`src/pkg/spm_map.vh`:
```
// register map, field positions, reset values and timing of the spi register port
`ifndef SPM_MAP_VH
`define SPM_MAP_VH

// ----------------------------------------------------------------------------
// word format
// ----------------------------------------------------------------------------
`define SPM_WORD_BITS 16
`define SPM_WR_FLAG_BIT 7
`define SPM_READ_TAIL 8'h00

// ----------------------------------------------------------------------------
// sensor output words, read only
// ----------------------------------------------------------------------------
`define SPM_ADDR_GYRO_X 8'h04
`define SPM_ADDR_GYRO_Y 8'h06
`define SPM_ADDR_GYRO_Z 8'h08
`define SPM_ADDR_ACCEL_X 8'h0a
`define SPM_ADDR_ACCEL_Y 8'h0c
`define SPM_ADDR_ACCEL_Z 8'h0e
`define SPM_ADDR_MAG_X 8'h10
`define SPM_ADDR_MAG_Y 8'h12
`define SPM_ADDR_MAG_Z 8'h14
`define SPM_ADDR_GYRO_TEMP 8'h16
`define SPM_ADDR_PCB_TEMP 8'h18

// ----------------------------------------------------------------------------
// configuration bytes, read and write
// ----------------------------------------------------------------------------
`define SPM_ADDR_BIST 8'h34
`define SPM_ADDR_READY 8'h35
`define SPM_ADDR_RATE 8'h36
`define SPM_ADDR_TBASE 8'h37
`define SPM_ADDR_RANGE 8'h38

`define SPM_RST_BIST 8'h00
`define SPM_RST_READY 8'h04
`define SPM_RST_RATE 8'h01
`define SPM_RST_TBASE 8'h01
`define SPM_RST_RANGE 8'h02

// ----------------------------------------------------------------------------
// fields
// ----------------------------------------------------------------------------
`define SPM_BIST_GO_BIT 2
`define SPM_READY_EN_BIT 2
`define SPM_READY_POL_BIT 1
`define SPM_TBASE_LOCK_BIT 7

// ----------------------------------------------------------------------------
// timing
// ----------------------------------------------------------------------------
`define SPM_MCLK_KHZ 25000
`define SPM_SCLK_MAX_KHZ 2000
`define SPM_SCLK_MIN_HALF_CYC ((`SPM_MCLK_KHZ + 2 * `SPM_SCLK_MAX_KHZ - 1) / (2 * `SPM_SCLK_MAX_KHZ))

`endif

```
`src/logic/spm_sync.v`:
```
// two flip-flop synchroniser for a group of pin inputs
`timescale 1ns/10ps
`default_nettype none

module spm_sync #(
	parameter WIDTH = 4,
	parameter [WIDTH-1:0] RST_VAL = {WIDTH{1'b0}}
) (
	// clock and reset
	input wire mclk,
	input wire rst_n,
	// pins in, synchronised out
	input wire [WIDTH-1:0] din,
	output reg [WIDTH-1:0] dout
);

	reg [WIDTH-1:0] meta_q;

	// first stage feeds only the second stage
	always @(posedge mclk) begin
		if (!rst_n) begin
			meta_q <= RST_VAL;
			dout <= RST_VAL;
		end else begin
			meta_q <= din;
			dout <= meta_q;
		end
	end

endmodule // spm_sync

`default_nettype wire

```
`src/logic/spm_cfg_regs.v`:
```
// configuration byte bank written one byte at a time from the serial port
`timescale 1ns/10ps
`default_nettype none
`include "spm_map.vh"

module spm_cfg_regs (
	// clock and reset
	input wire mclk,
	input wire rst_n,
	// byte write port
	input wire wr_en,
	input wire [7:0] wr_addr,
	input wire [7:0] wr_data,
	// stored bytes
	output reg [7:0] builtin_test_ctrl,
	output reg [7:0] sample_ready_cfg,
	output reg [7:0] sample_rate_select,
	output reg [7:0] timebase_source_select,
	output reg [7:0] gyro_range_select
);

	// one byte per write; any address outside the bank leaves it unchanged
	always @(posedge mclk) begin
		if (!rst_n) begin
			builtin_test_ctrl <= `SPM_RST_BIST;
			sample_ready_cfg <= `SPM_RST_READY;
			sample_rate_select <= `SPM_RST_RATE;
			timebase_source_select <= `SPM_RST_TBASE;
			gyro_range_select <= `SPM_RST_RANGE;
		end else if (wr_en) begin
			case (wr_addr)
				`SPM_ADDR_BIST: builtin_test_ctrl <= wr_data;
				`SPM_ADDR_READY: sample_ready_cfg <= wr_data;
				`SPM_ADDR_RATE: sample_rate_select <= wr_data;
				`SPM_ADDR_TBASE: timebase_source_select <= wr_data;
				`SPM_ADDR_RANGE: gyro_range_select <= wr_data;
				default: builtin_test_ctrl <= builtin_test_ctrl;
			endcase
		end
	end

endmodule // spm_cfg_regs

`default_nettype wire

```
`src/logic/spm_spi_port.v`:
```
// spi slave register port: serial engine, register read mux, timebase lock
// Behaviour
// - slave only; master drives clock and select and starts every transfer
// - transfers are 16-bit words, most significant bit first both ways
// - clock idles high; output changes on falling, input sampled on rising
// - reads return one 16-bit word; writes carry one byte to one address
// - after a sync pulse stay external until reset with sync removed
// - self-test byte 0x34 resets 0x00, sample-ready byte 0x35 resets 0x04
// - data rate byte 0x36 and timebase byte 0x37 both reset 0x01
// - rate-sensor range byte at 0x38 resets 0x02, set over spi only
// - addressed word returned in the next 16 clocks; first word meaningless
`timescale 1ns/10ps
`default_nettype none
`include "spm_map.vh"

module spm_spi_port (
	// system clock and reset
	input wire mclk,
	input wire rst_n,
	// serial pins
	input wire spi_sclk,
	input wire spi_cs_n,
	input wire spi_mosi,
	output reg spi_miso_o,
	output reg spi_miso_oe,
	// timing inputs
	input wire ext_sync,
	input wire sample_tick,
	// sensor words from the measurement core
	input wire [15:0] gyro_x_out,
	input wire [15:0] gyro_y_out,
	input wire [15:0] gyro_z_out,
	input wire [15:0] accelerometer_x_out,
	input wire [15:0] accelerometer_y_out,
	input wire [15:0] accelerometer_z_out,
	input wire [15:0] magnetometer_x_out,
	input wire [15:0] magnetometer_y_out,
	input wire [15:0] magnetometer_z_out,
	input wire [15:0] gyro_temperature,
	input wire [15:0] pcb_temperature,
	// configuration to the measurement core
	output wire [7:0] builtin_test_ctrl,
	output wire [7:0] sample_ready_cfg,
	output wire [7:0] sample_rate_select,
	output wire [7:0] timebase_source_select,
	output wire [7:0] gyro_range_select,
	// status and strobes
	output reg bist_start_o,
	output reg sample_ready_o,
	output reg ext_timing_o
);

	// ------------------------------------------------------------------------
	// pin synchronisers
	// ------------------------------------------------------------------------

	// bit order of the synchronised group
	localparam SYN_SCLK = 0;
	localparam SYN_CS_N = 1;
	localparam SYN_MOSI = 2;
	localparam SYN_SYNC = 3;

	wire [3:0] pins_s;

	// clock and select idle high, so they leave reset at their idle level
	spm_sync #(
		.WIDTH(4),
		.RST_VAL(4'h3)
	) u_sync (
		.mclk(mclk),
		.rst_n(rst_n),
		.din({ext_sync, spi_mosi, spi_cs_n, spi_sclk}),
		.dout(pins_s)
	);

	wire sclk_s = pins_s[SYN_SCLK];
	wire cs_act = ~pins_s[SYN_CS_N];
	wire mosi_s = pins_s[SYN_MOSI];
	wire sync_s = pins_s[SYN_SYNC];

	// ------------------------------------------------------------------------
	// edge detection on the synchronised pins
	// ------------------------------------------------------------------------

	reg sclk_d_q;
	reg sync_d_q;

	// previous levels, for edges; only second-stage outputs are looked at
	always @(posedge mclk) begin
		if (!rst_n) begin
			sclk_d_q <= 1'b1;
			sync_d_q <= 1'b0;
		end else begin
			sclk_d_q <= sclk_s;
			sync_d_q <= sync_s;
		end
	end

	// clock edges only count inside a frame; the master alone makes them
	wire sclk_rise = cs_act & sclk_s & ~sclk_d_q;
	wire sclk_fall = cs_act & ~sclk_s & sclk_d_q;
	wire sync_rise = sync_s & ~sync_d_q;

	// ------------------------------------------------------------------------
	// receive shifter and bit counter
	// ------------------------------------------------------------------------

	reg [3:0] bit_cnt_q;
	reg [3:0] bit_cnt_d;
	reg [14:0] rx_sh_q;
	reg [14:0] rx_sh_d;

	// a word is complete on its sixteenth rising edge
	wire word_done = sclk_rise & (bit_cnt_q == 4'hf);
	wire [15:0] rx_word = {rx_sh_q, mosi_s};

	// select high drops any partial word, so a short frame never decodes
	always @* begin
		bit_cnt_d = bit_cnt_q;
		rx_sh_d = rx_sh_q;
		if (!cs_act) begin
			bit_cnt_d = 4'h0;
		end else if (sclk_rise) begin
			bit_cnt_d = bit_cnt_q + 4'h1; // wraps to zero after a whole word
			rx_sh_d = {rx_sh_q[13:0], mosi_s}; // msb arrives first
		end
	end

	always @(posedge mclk) begin
		if (!rst_n) begin
			bit_cnt_q <= 4'h0;
			rx_sh_q <= 15'h0000;
		end else begin
			bit_cnt_q <= bit_cnt_d;
			rx_sh_q <= rx_sh_d;
		end
	end

	// ------------------------------------------------------------------------
	// command decode
	// ------------------------------------------------------------------------

	wire [7:0] cmd_addr = rx_word[15:8];
	wire [7:0] cmd_data = rx_word[7:0];
	wire cmd_write = cmd_addr[`SPM_WR_FLAG_BIT];
	// address byte without the write flag
	wire [7:0] wr_addr = {1'b0, cmd_addr[6:0]};
	// reads always fetch the word at the even address of a pair
	wire [7:0] rd_addr = {cmd_addr[7:1], 1'b0};

	wire cfg_wr = word_done & cmd_write;
	wire cmd_read = word_done & ~cmd_write;

	// ------------------------------------------------------------------------
	// configuration bytes
	// ------------------------------------------------------------------------

	// range byte has no path but this write port
	spm_cfg_regs u_cfg (
		.mclk(mclk),
		.rst_n(rst_n),
		.wr_en(cfg_wr),
		.wr_addr(wr_addr),
		.wr_data(cmd_data),
		.builtin_test_ctrl(builtin_test_ctrl),
		.sample_ready_cfg(sample_ready_cfg),
		.sample_rate_select(sample_rate_select),
		.timebase_source_select(timebase_source_select),
		.gyro_range_select(gyro_range_select)
	);

	// ------------------------------------------------------------------------
	// read multiplexer
	// ------------------------------------------------------------------------

	reg ext_timing_q;
	reg [15:0] rd_word;
	reg [7:0] tbase_view;

	// timebase byte reads back with the lock flag in its top bit
	always @* begin
		tbase_view = timebase_source_select;
		tbase_view[`SPM_TBASE_LOCK_BIT] = ext_timing_q;
	end

	// sensor words pass unchanged; paired bytes come high byte first
	always @* begin
		case (rd_addr)
			`SPM_ADDR_GYRO_X: rd_word = gyro_x_out;
			`SPM_ADDR_GYRO_Y: rd_word = gyro_y_out;
			`SPM_ADDR_GYRO_Z: rd_word = gyro_z_out;
			`SPM_ADDR_ACCEL_X: rd_word = accelerometer_x_out;
			`SPM_ADDR_ACCEL_Y: rd_word = accelerometer_y_out;
			`SPM_ADDR_ACCEL_Z: rd_word = accelerometer_z_out;
			`SPM_ADDR_MAG_X: rd_word = magnetometer_x_out;
			`SPM_ADDR_MAG_Y: rd_word = magnetometer_y_out;
			`SPM_ADDR_MAG_Z: rd_word = magnetometer_z_out;
			`SPM_ADDR_GYRO_TEMP: rd_word = gyro_temperature;
			`SPM_ADDR_PCB_TEMP: rd_word = pcb_temperature;
			`SPM_ADDR_BIST: rd_word = {builtin_test_ctrl, sample_ready_cfg};
			`SPM_ADDR_RATE: rd_word = {sample_rate_select, tbase_view};
			`SPM_ADDR_RANGE: rd_word = {gyro_range_select, 8'h00};
			default: rd_word = 16'h0000; // reserved, reads as zero; the read still clears the ready flag
		endcase
	end

	// ------------------------------------------------------------------------
	// reply word
	// ------------------------------------------------------------------------

	reg [15:0] next_word_q;

	// captured at command end so the word is coherent while it shifts out;
	// it survives select going high, so a later frame can collect it
	always @(posedge mclk) begin
		if (!rst_n) begin
			next_word_q <= 16'h0000;
		end else if (cmd_read) begin
			next_word_q <= rd_word;
		end else if (cfg_wr) begin
			next_word_q <= 16'h0000; // a write leaves nothing to collect
		end
	end

	// ------------------------------------------------------------------------
	// transmit shifter and output pin
	// ------------------------------------------------------------------------

	reg [14:0] tx_sh_q;

	// the reply for word n goes out during word n+1; falling edge changes data
	always @(posedge mclk) begin
		if (!rst_n) begin
			tx_sh_q <= 15'h0000;
			spi_miso_o <= 1'b0;
		end else if (sclk_fall) begin
			if (bit_cnt_q == 4'h0) begin
				spi_miso_o <= next_word_q[15];
				tx_sh_q <= next_word_q[14:0];
			end else begin
				spi_miso_o <= tx_sh_q[14];
				tx_sh_q <= {tx_sh_q[13:0], 1'b0};
			end
		end
	end

	// the line is driven only while selected, shared with other slaves
	always @(posedge mclk) begin
		if (!rst_n) begin
			spi_miso_oe <= 1'b0;
		end else begin
			spi_miso_oe <= cs_act;
		end
	end

	// ------------------------------------------------------------------------
	// self-test start strobe
	// ------------------------------------------------------------------------

	// one cycle per write that sets the go bit
	always @(posedge mclk) begin
		if (!rst_n) begin
			bist_start_o <= 1'b0;
		end else begin
			bist_start_o <= cfg_wr & (wr_addr == `SPM_ADDR_BIST)
				& cmd_data[`SPM_BIST_GO_BIT];
		end
	end

	// ------------------------------------------------------------------------
	// external timebase lock
	// ------------------------------------------------------------------------

	// no software path clears the lock; only reset does, and a sync still
	// toggling after reset simply locks again, which is the intended limit
	always @(posedge mclk) begin
		if (!rst_n) begin
			ext_timing_q <= 1'b0;
		end else if (sync_rise) begin
			ext_timing_q <= 1'b1;
		end
	end

	always @(posedge mclk) begin
		if (!rst_n) begin
			ext_timing_o <= 1'b0;
		end else begin
			ext_timing_o <= ext_timing_q;
		end
	end

	// ------------------------------------------------------------------------
	// sample-ready output
	// ------------------------------------------------------------------------

	reg rdy_pend_q;
	reg rdy_pend_d;
	wire rdy_en = sample_ready_cfg[`SPM_READY_EN_BIT];
	wire rdy_pol = sample_ready_cfg[`SPM_READY_POL_BIT];

	// a new sample wins over the clear made by a completed read
	always @* begin
		rdy_pend_d = rdy_pend_q;
		if (cmd_read) begin
			rdy_pend_d = 1'b0;
		end
		if (sample_tick) begin
			rdy_pend_d = 1'b1;
		end
	end

	always @(posedge mclk) begin
		if (!rst_n) begin
			rdy_pend_q <= 1'b0;
		end else begin
			rdy_pend_q <= rdy_pend_d;
		end
	end

	// when disabled the pin rests at its inactive level
	always @(posedge mclk) begin
		if (!rst_n) begin
			sample_ready_o <= 1'b1;
		end else if (rdy_en) begin
			sample_ready_o <= rdy_pend_d ~^ rdy_pol;
		end else begin
			sample_ready_o <= ~rdy_pol;
		end
	end

endmodule // spm_spi_port

`default_nettype wire

```
`config.mk`:
```
export PLATFORM = sky130hd
export DESIGN_NAME = spm_spi_port
export DESIGN_NICKNAME = d
export VERILOG_FILES = /design/src/logic/spm_sync.v /design/src/logic/spm_cfg_regs.v /design/src/logic/spm_spi_port.v
export VERILOG_INCLUDE_DIRS = /design/src /design/src/pkg
export SDC_FILE = /design/constraint.sdc
export NUM_CORES = 1
export LEC_CHECK = 0
export BUFFER_PORTS_ARGS = -buffer_cell sky130_fd_sc_hd__buf_4
export CORE_ASPECT_RATIO = 0.5
export CORE_MARGIN = 10
export CORE_UTILIZATION = 40
export CTS_CLUSTER_SIZE = 12
export DETAILED_ROUTE_END_ITERATION = 10
export GPL_TIMING_DRIVEN = 0
export HOLD_SLACK_MARGIN = 0.08
export PLACE_DENSITY_LB_ADDON = 0.08
export SETUP_SLACK_MARGIN = 0.5
export SLEW_MARGIN = 10
export SYNTH_ARGS = -nofsm -noshare
export SYNTH_HDL_FRONTEND = slang
export SYNTH_SLANG_ARGS = --single-unit
```
`constraint.sdc`:
```
create_clock -name mclk -period 2.5 [get_ports mclk]
set_clock_uncertainty 0.05 [all_clocks]
set_input_delay 0.25 -clock mclk [delete_from_list [all_inputs] [get_ports mclk]]
set_output_delay 0.25 -clock mclk [all_outputs]
set_load 0.02 [all_outputs]
```
==> results.md, run 1 <==
- Worst-Margin Slew: 0.849 ns
- Synth Cell Area: between 6000 and 7000 sq um
- F_max: 450 MHz
- Clock transition at the registers of the reported paths: about 0.08 ns
- Worst Path Arrival: 2.38 ns
- Clock power share: 0.424
- H-Tree Depth: 3
- CTS tree: built
- Clock Tree Buf Depth: 2
- Average cell area after synthesis: about 8.3 sq um
- Worst endpoint required time: between 2 and 3 ns
- Die area: approximately 21000 sq um
- DRT Wirelength: around 33 mm
- Synthesis-to-finish area growth: 60.7%
- Setup crit start kind: register
- Non-filler instance count after layout: ~1.2k
- Vias: about 7.7k
- Port bufs: between 200 and 250
- Hold Vio Cnt, Final: 0
- Ant. Diodes: 0
- Crit path kind: reg -> reg
- Synth cell types: 69
- Max transition margin: 0.434
- Pwr/cell area: 372 nW/um^2
- Share of cells above drive strength 1: 0.431
- Share of the synthesized area in the top cell type: 0.355
- Largest net degree at the start of global routing: 19
- Worst setup slack after layout: 0.280 ns
- GR Overflow Total: 0
- Status: finished clean
- Worst ir drop on vdd: approximately 0.34 mV
- R2R cell count: 8
- Worst skew pair latency: about 0.37 ns
- Async SR Flop Fraction: 0
- DR WL/cell: between 20 and 30 microns
- Die W: 194 microns
- Core Region: approximately 15000 sq um
- First-pass GRT wire length: ~46 mm
- Setup WS pre-CTS: -0.407 ns
- Logic gate share of total power: 0.099
- Io pins: roughly 230
- Final worst path period share: 0.888
- Synthesized flop and latch total: between 100 and 150
- Syn Nets: between 900 and 1k
- Final setup violation count: 0
- Synth area leader: dfxtp_1
- Rows: 31
- Dpl hpwl: between 20 and 25 mm
- Final Wtd Congestion: approximately 1.0
- Initial DRT Pass Iterations: 8
- Leakage power: about 4 nW
- Fin. max-slew vios: 0
- Clk root buf: clkbuf_16
- Final min period: between 2 and 2.5 ns
- Die Span Y: between 100 and 150 microns
- Dominant synthesized flop cell: dfxtp_1
- Top cells by area, synth: dfxtp_1, mux2i_1, nand2_1
- Initial core utilization: 0.412
- Initial antenna violation count: 0
- Post-route ant nets: 0
- Hold crit path type: in -> reg
- Fillers: between 1k and 1.5k
- Number of flops mapped to enable cells by yosys: 0
- Switching Fraction: 0.236
- Total GRT Usage: 0.295
- Pint: approximately 2.8 mW
- Vias per inst: 6.22
- Sequential area share after synthesis: 0.355
- Unrepaired setup endpoints after global routing: true
- MaxCap Viol Count: 0
- Placed insts: about 1.2k
- CP Max Fanout: 10
- Starting DRT DRC Count: 1019
- DRC Markers: 0
- Synth warn: 0
- # clock sinks: between 100 and 150
- Mapped Cells: 725
- Reg power frac: 0.478
- P_sw: between 0.8 and 0.9 mW
- Setup crit end kind: register
- CTS buffer count: 9
- Vias in the first global route: 7369
- Worst Hold Path Cells: 3
- Net total in the final layout: roughly 1.2k
==> power by group through the flow <==
stage	sequential (mW)	combinational [mW]	clock, mW
6_report	1.72	0.355	1.53
3_5_place_dp	1.76	0.332	0
2_1_floorplan	1.76	0.0683	0
4_1_cts	1.72	0.344	1.53
5_1_grt	1.73	0.373	1.61
3_3_place_gp	1.76	0.328	0
==> sequential cells by signal, summed over array words and instances (netlist names), 8 cells and up <==
name and cells:
u_cfg.sample_rate_select 8, u_cfg.timebase_source_select 8, next_word_q 16, rx_sh_q 15, tx_sh_q 15, u_cfg.gyro_range_select 8
u_cfg.builtin_test_ctrl 8, u_cfg.sample_ready_cfg 8
==> logic make-up (layout without fill, tap and decap cells) <==
family,Yosys count,in the layout,synth area share
buf+inv,74,387,0.0492
xor+xnor,3,3,0.00436
mux,71,71,0.122
simple gates,264,264,0.220
compound gates,204,204,0.245
flops,107,107,0.355
fa+ha+maj,2,2,0.00415
==> synth_stat cells, drive strengths merged, types with 3 or more instances <==
master   instances
a21oi           54
nor2b            6
dfxtp          107
o22ai            7
inv             10
clkbuf          47
a31oi            9
nand2           91
a211oi          20
mux2            11
o21ai           13
nor4bb           3
o2bb2ai          4
nand2b          12
a311oi           8
nand4            8
o311a            4
a22oi           13
a22o             8
nor3b            3
and2            14
buf             17
nor4             7
a221oi           7
and3            11
nand3           31
a32oi           20
mux2i           59
nor2            60
o32ai            3
a21o             5
nor3             5
a32o             8
==> per-layer routing <==
layer,part of all wire,global-route usage,wire length (microns),vias to the layer above
met5,0,0,0,-
met3,0.13,0.110,4370,114
met2,0.45,0.475,14700,537
li1,-,-,-,3331
met1,0.38,0.363,12400,3702
met4,0.035,0.0853,1160,0
==> worst max-delay path: stages, from the launching register on <==
cell and delay [ns]:
dfxtp_1 0.35, buf_4 0.24, nor2b_2 0.07, clkbuf_8 0.19
clkbuf_4 0.24, nand2_1 0.20, o22ai_1 0.13, a311oi_2 0.43
a311oi_1 0.15
==> stage by stage <==
stage	util	setup TNS (ns)	hold WS, ns	total power [mW]	instance area, sq um
floorplan	-	0	0.301	1.83	6090
global placement	0.550	-5.71	0.343	2.09	8040
detailed placement	0.550	-5.39	0.343	2.10	8040
CTS	0.642	0	0.117	3.60	9390
global route	0.663	0	0.148	3.70	9690
finish	0.663	0	0.134	3.61	9690
==> layout by cell type, fill, tap and decap left out, types with 6 or more instances in the layout <==
| cell | instances |
|---|---|
| a31oi_1 | 9 |
| buf_6 | 21 |
| and2_1 | 12 |
| nand2b_1 | 9 |
| clkbuf_16 | 11 |
| mux2_2 | 9 |
| a22oi_1 | 12 |
| and3_1 | 7 |
| clkbuf_2 | 8 |
| a32o_1 | 8 |
| a221oi_1 | 6 |
| nor4_4 | 6 |
| a211oi_1 | 18 |
| a21oi_1 | 48 |
| nor2_1 | 56 |
| a21oi_2 | 6 |
| mux2i_1 | 56 |
| dfxtp_1 | 100 |
| buf_4 | 279 |
| inv_1 | 10 |
| dfxtp_2 | 6 |
| clkbuf_1 | 19 |
| a22o_1 | 8 |
| clkbuf_4 | 8 |
| nand4_1 | 8 |
| a32oi_1 | 15 |
| nand3_1 | 30 |
| a311oi_1 | 7 |
| nand2_1 | 86 |
| buf_12 | 6 |
==> timing repair <==
action,CTS,global route
cloned,2,0
setup buffers,48,15
pin swaps,33,39
hold buffers,5,0
resized for setup,155,53
setup endpoints to repair,77,71
endpoints found under the hold margin,5,0
==> worst paths after layout <==
kind | from | endpoint | slack (ns)
worst max-delay path | rx_sh_q[9] | next_word_q[13] | 0.28
worst min-delay path | gyro_y_out[14] | next_word_q[14] | 0.13
worst max register to register | rx_sh_q[9] | next_word_q[13] | 0.28
worst min register to register | u_sync.meta_q[1] | u_sync.dout[1] | 0.36
==> final cells by class <==
class,instances,area (sq um),share of cell area
Sequential cell,107,2150,0.222
Inverter,10,37.5,0.00387
Clock inverter,6,70.1,0.00723
Timing Repair Buffer,297,2370,0.245
Clock buffer,10,239,0.0247
Multi-Input combinational cell,544,4060,0.419
Tap cell,198,248,0.0256
Buffer,64,513,0.0529
Power figures use the tool's default switching activity.
==> run 2: changes to the inputs <==
--- a/config.mk
+++ b/config.mk
@@ -14,7 +14,7 @@
 export DETAILED_ROUTE_END_ITERATION = 10
 export GPL_TIMING_DRIVEN = 0
 export HOLD_SLACK_MARGIN = 0.08
-export PLACE_DENSITY_LB_ADDON = 0.08
+export PLACE_DENSITY = 0.66
 export SETUP_SLACK_MARGIN = 0.5
 export SLEW_MARGIN = 10
 export SYNTH_ARGS = -nofsm -noshare
==> results.md, run 2 (same netlist as run 1, synthesis figures left out) <==
- Final setup TNS: 0 ns
- MaxCap Viol Count: 0
- Fin. max-slew vios: 0
- WHS: ~0.13 ns
- Net total in the final layout: 1192
- Core Region: ~15000 sq um
- Worst-Margin Slew: 0.846 ns
- Leakage power: between 3 and 4 nW
- Status: finished clean
- Worst Path Arrival: about 2.5 ns
- Port bufs: about 230
- Rows: 31
- Switching Fraction: 0.246
- Commonest non-fill, non-tap cell in the layout: buf_4
- Final worst path period share: 0.915
- First-pass GRT wire length: roughly 46 mm
- Setup crit end kind: register
- Crit path cell chain: or3b_4 -> or2_1 -> buf_6 -> a2111oi_4 -> buf_6 -> buf_8 -> a21oi_2 -> a311oi_1
- Worst path max stage delay: about 0.4 ns
- Clock Tree Buf Depth: 2
- Worst endpoint required time: between 2 and 3 ns
- Most common cell on crit path: buf_6
- R2R cell count: 8
- Share of cells above drive strength 1: 0.431
- Worst skew pair latency: 0.36 ns
- CP Max Fanout: 5
- Unrepaired setup endpoints after global routing: true
- Total GRT Usage: 0.289
- Final Wtd Congestion: slightly above 1
- Vias in the first global route: between 7k and 8k
- Max transition margin: 0.436
- Overall power: about 3.6 mW
- Worst Hold Path Cells: 3
- Starting DRT DRC Count: 1090
- Ant. Diodes: 0
- Pwr/cell area: around 380 nW/um^2
- F_max: between 400 and 500 MHz
- Die area: between 20000 and 25000 sq um
- GR Overflow Total: 0
- Final setup violation count: 0
- Setup crit start kind: register
- Clk root buf: clkbuf_16
- Final min period: ~2.3 ns
- Logic gate share of total power: 0.097
- Crit path kind: reg -> reg
- P_sw: 0.896 mW
- Non-filler instance count after layout: approximately 1.2k
- Hold Vio Cnt, Final: 0
- Die W: 194 microns
- Io pins: 228
- Pint: approximately 2.7 mW
- Post-route ant nets: 0
- Slowest cell on crit path: or3b_4
- DRT Wirelength: between 30 and 40 mm
- Clock power share: 0.429
- CTS buffer count: 9
- Largest net degree at the start of global routing: 20
- Initial DRT Pass Iterations: 6
- CTS tree: built
- Largest regs: next_word_q (16), rx_sh_q (15), tx_sh_q (15)
- Vias per inst: 6.20
- Die Span Y: ~110 microns
- Initial core utilization: 0.412
- Hold crit path type: in -> reg
- Dpl hpwl: approximately 25 mm
- # clock sinks: about 110
- H-Tree Depth: 3
- Max reg flops: 16
- Worst setup slack after layout: 0.212 ns
- DRC Markers: 0
- Initial antenna violation count: 1
- Placed insts: between 1k and 1.5k
- Setup WS pre-CTS: -0.493 ns
- Clock transition at the registers of the reported paths: around 0.08 ns
- DR WL/cell: about 27 microns
- Largest Register: next_word_q
- Worst ir drop on vdd: about 0.35 mV
- Reg power frac: 0.474
- Commonest non-fill, non-tap cells in the layout: buf_4, dfxtp_1, nand2_1, mux2i_1, nor2_1
- Synthesis-to-finish area growth: 57.3%
- Vias: approximately 7.5k
## run 2: cell type report
class / instances / area, sq um
multi-input cells: 544 / 4090
inverters: 10 / 41.3
fillers: 1288 / 5140
repair buffers: 271 / 2150
clock inverters: 6 / 83.8
flip-flops and latches: 107 / 2150
well taps: 198 / 248
clock buffers: 9 / 225
plain buffers: 64 / 498
## run 2: power by group through the flow
| stage | clock network [mW] | logic [mW] | registers, mW |
|---|---|---|---|
| 6_report | 1.56 | 0.353 | 1.72 |
| 5_1_grt | 1.61 | 0.372 | 1.73 |
| 4_1_cts | 1.56 | 0.342 | 1.72 |
| 3_5_place_dp | 0 | 0.329 | 1.76 |
| 3_3_place_gp | 0 | 0.325 | 1.76 |
| 2_1_floorplan | 0 | 0.0683 | 1.76 |
## run 2: through the flow
stage                util  area [sq um]
floorplan               -          6090
global placement    0.550          8040
detailed placement  0.550          8040
CTS                 0.622          9100
global route        0.649          9480
finish              0.649          9480
## run 2: worst paths after layout
path                          from         endpoint  slack [ns]
hold reg to reg   u_sync.meta_q[1]   u_sync.dout[1]        0.38
hold / removal      gyro_x_out[10]  next_word_q[10]        0.13
setup reg to reg          sclk_d_q  next_word_q[14]        0.21
setup / recovery          sclk_d_q  next_word_q[14]        0.21
## run 2: routing by layer
metal,track usage,wire length [microns],share of wire,up-vias
met5,0,18,0.00056,-
met4,0.0792,1050,0.032,2
met3,0.0917,3980,0.12,88
met2,0.459,14500,0.45,493
met1,0.371,12800,0.40,3635
li1,-,-,-,3278
## run 2: worst max-delay path: cells and delay by family, from the launching register on
kind | cells | cell delay (ns)
DFF | 1 | 0.33
and+or+nand+nor | 2 | 0.65
AOI/OAI and AO/OA | 3 | 0.64
buffers and inverters | 3 | 0.50
## run 2: timing repair
action,4_1_cts,5_1_grt
endpoints found under the hold margin,5,0
buffers inserted,27,9
pin swaps,22,28
setup endpoints to repair,73,77
gates cloned,3,0
hold buffers,5,0
gates resized for setup,122,91
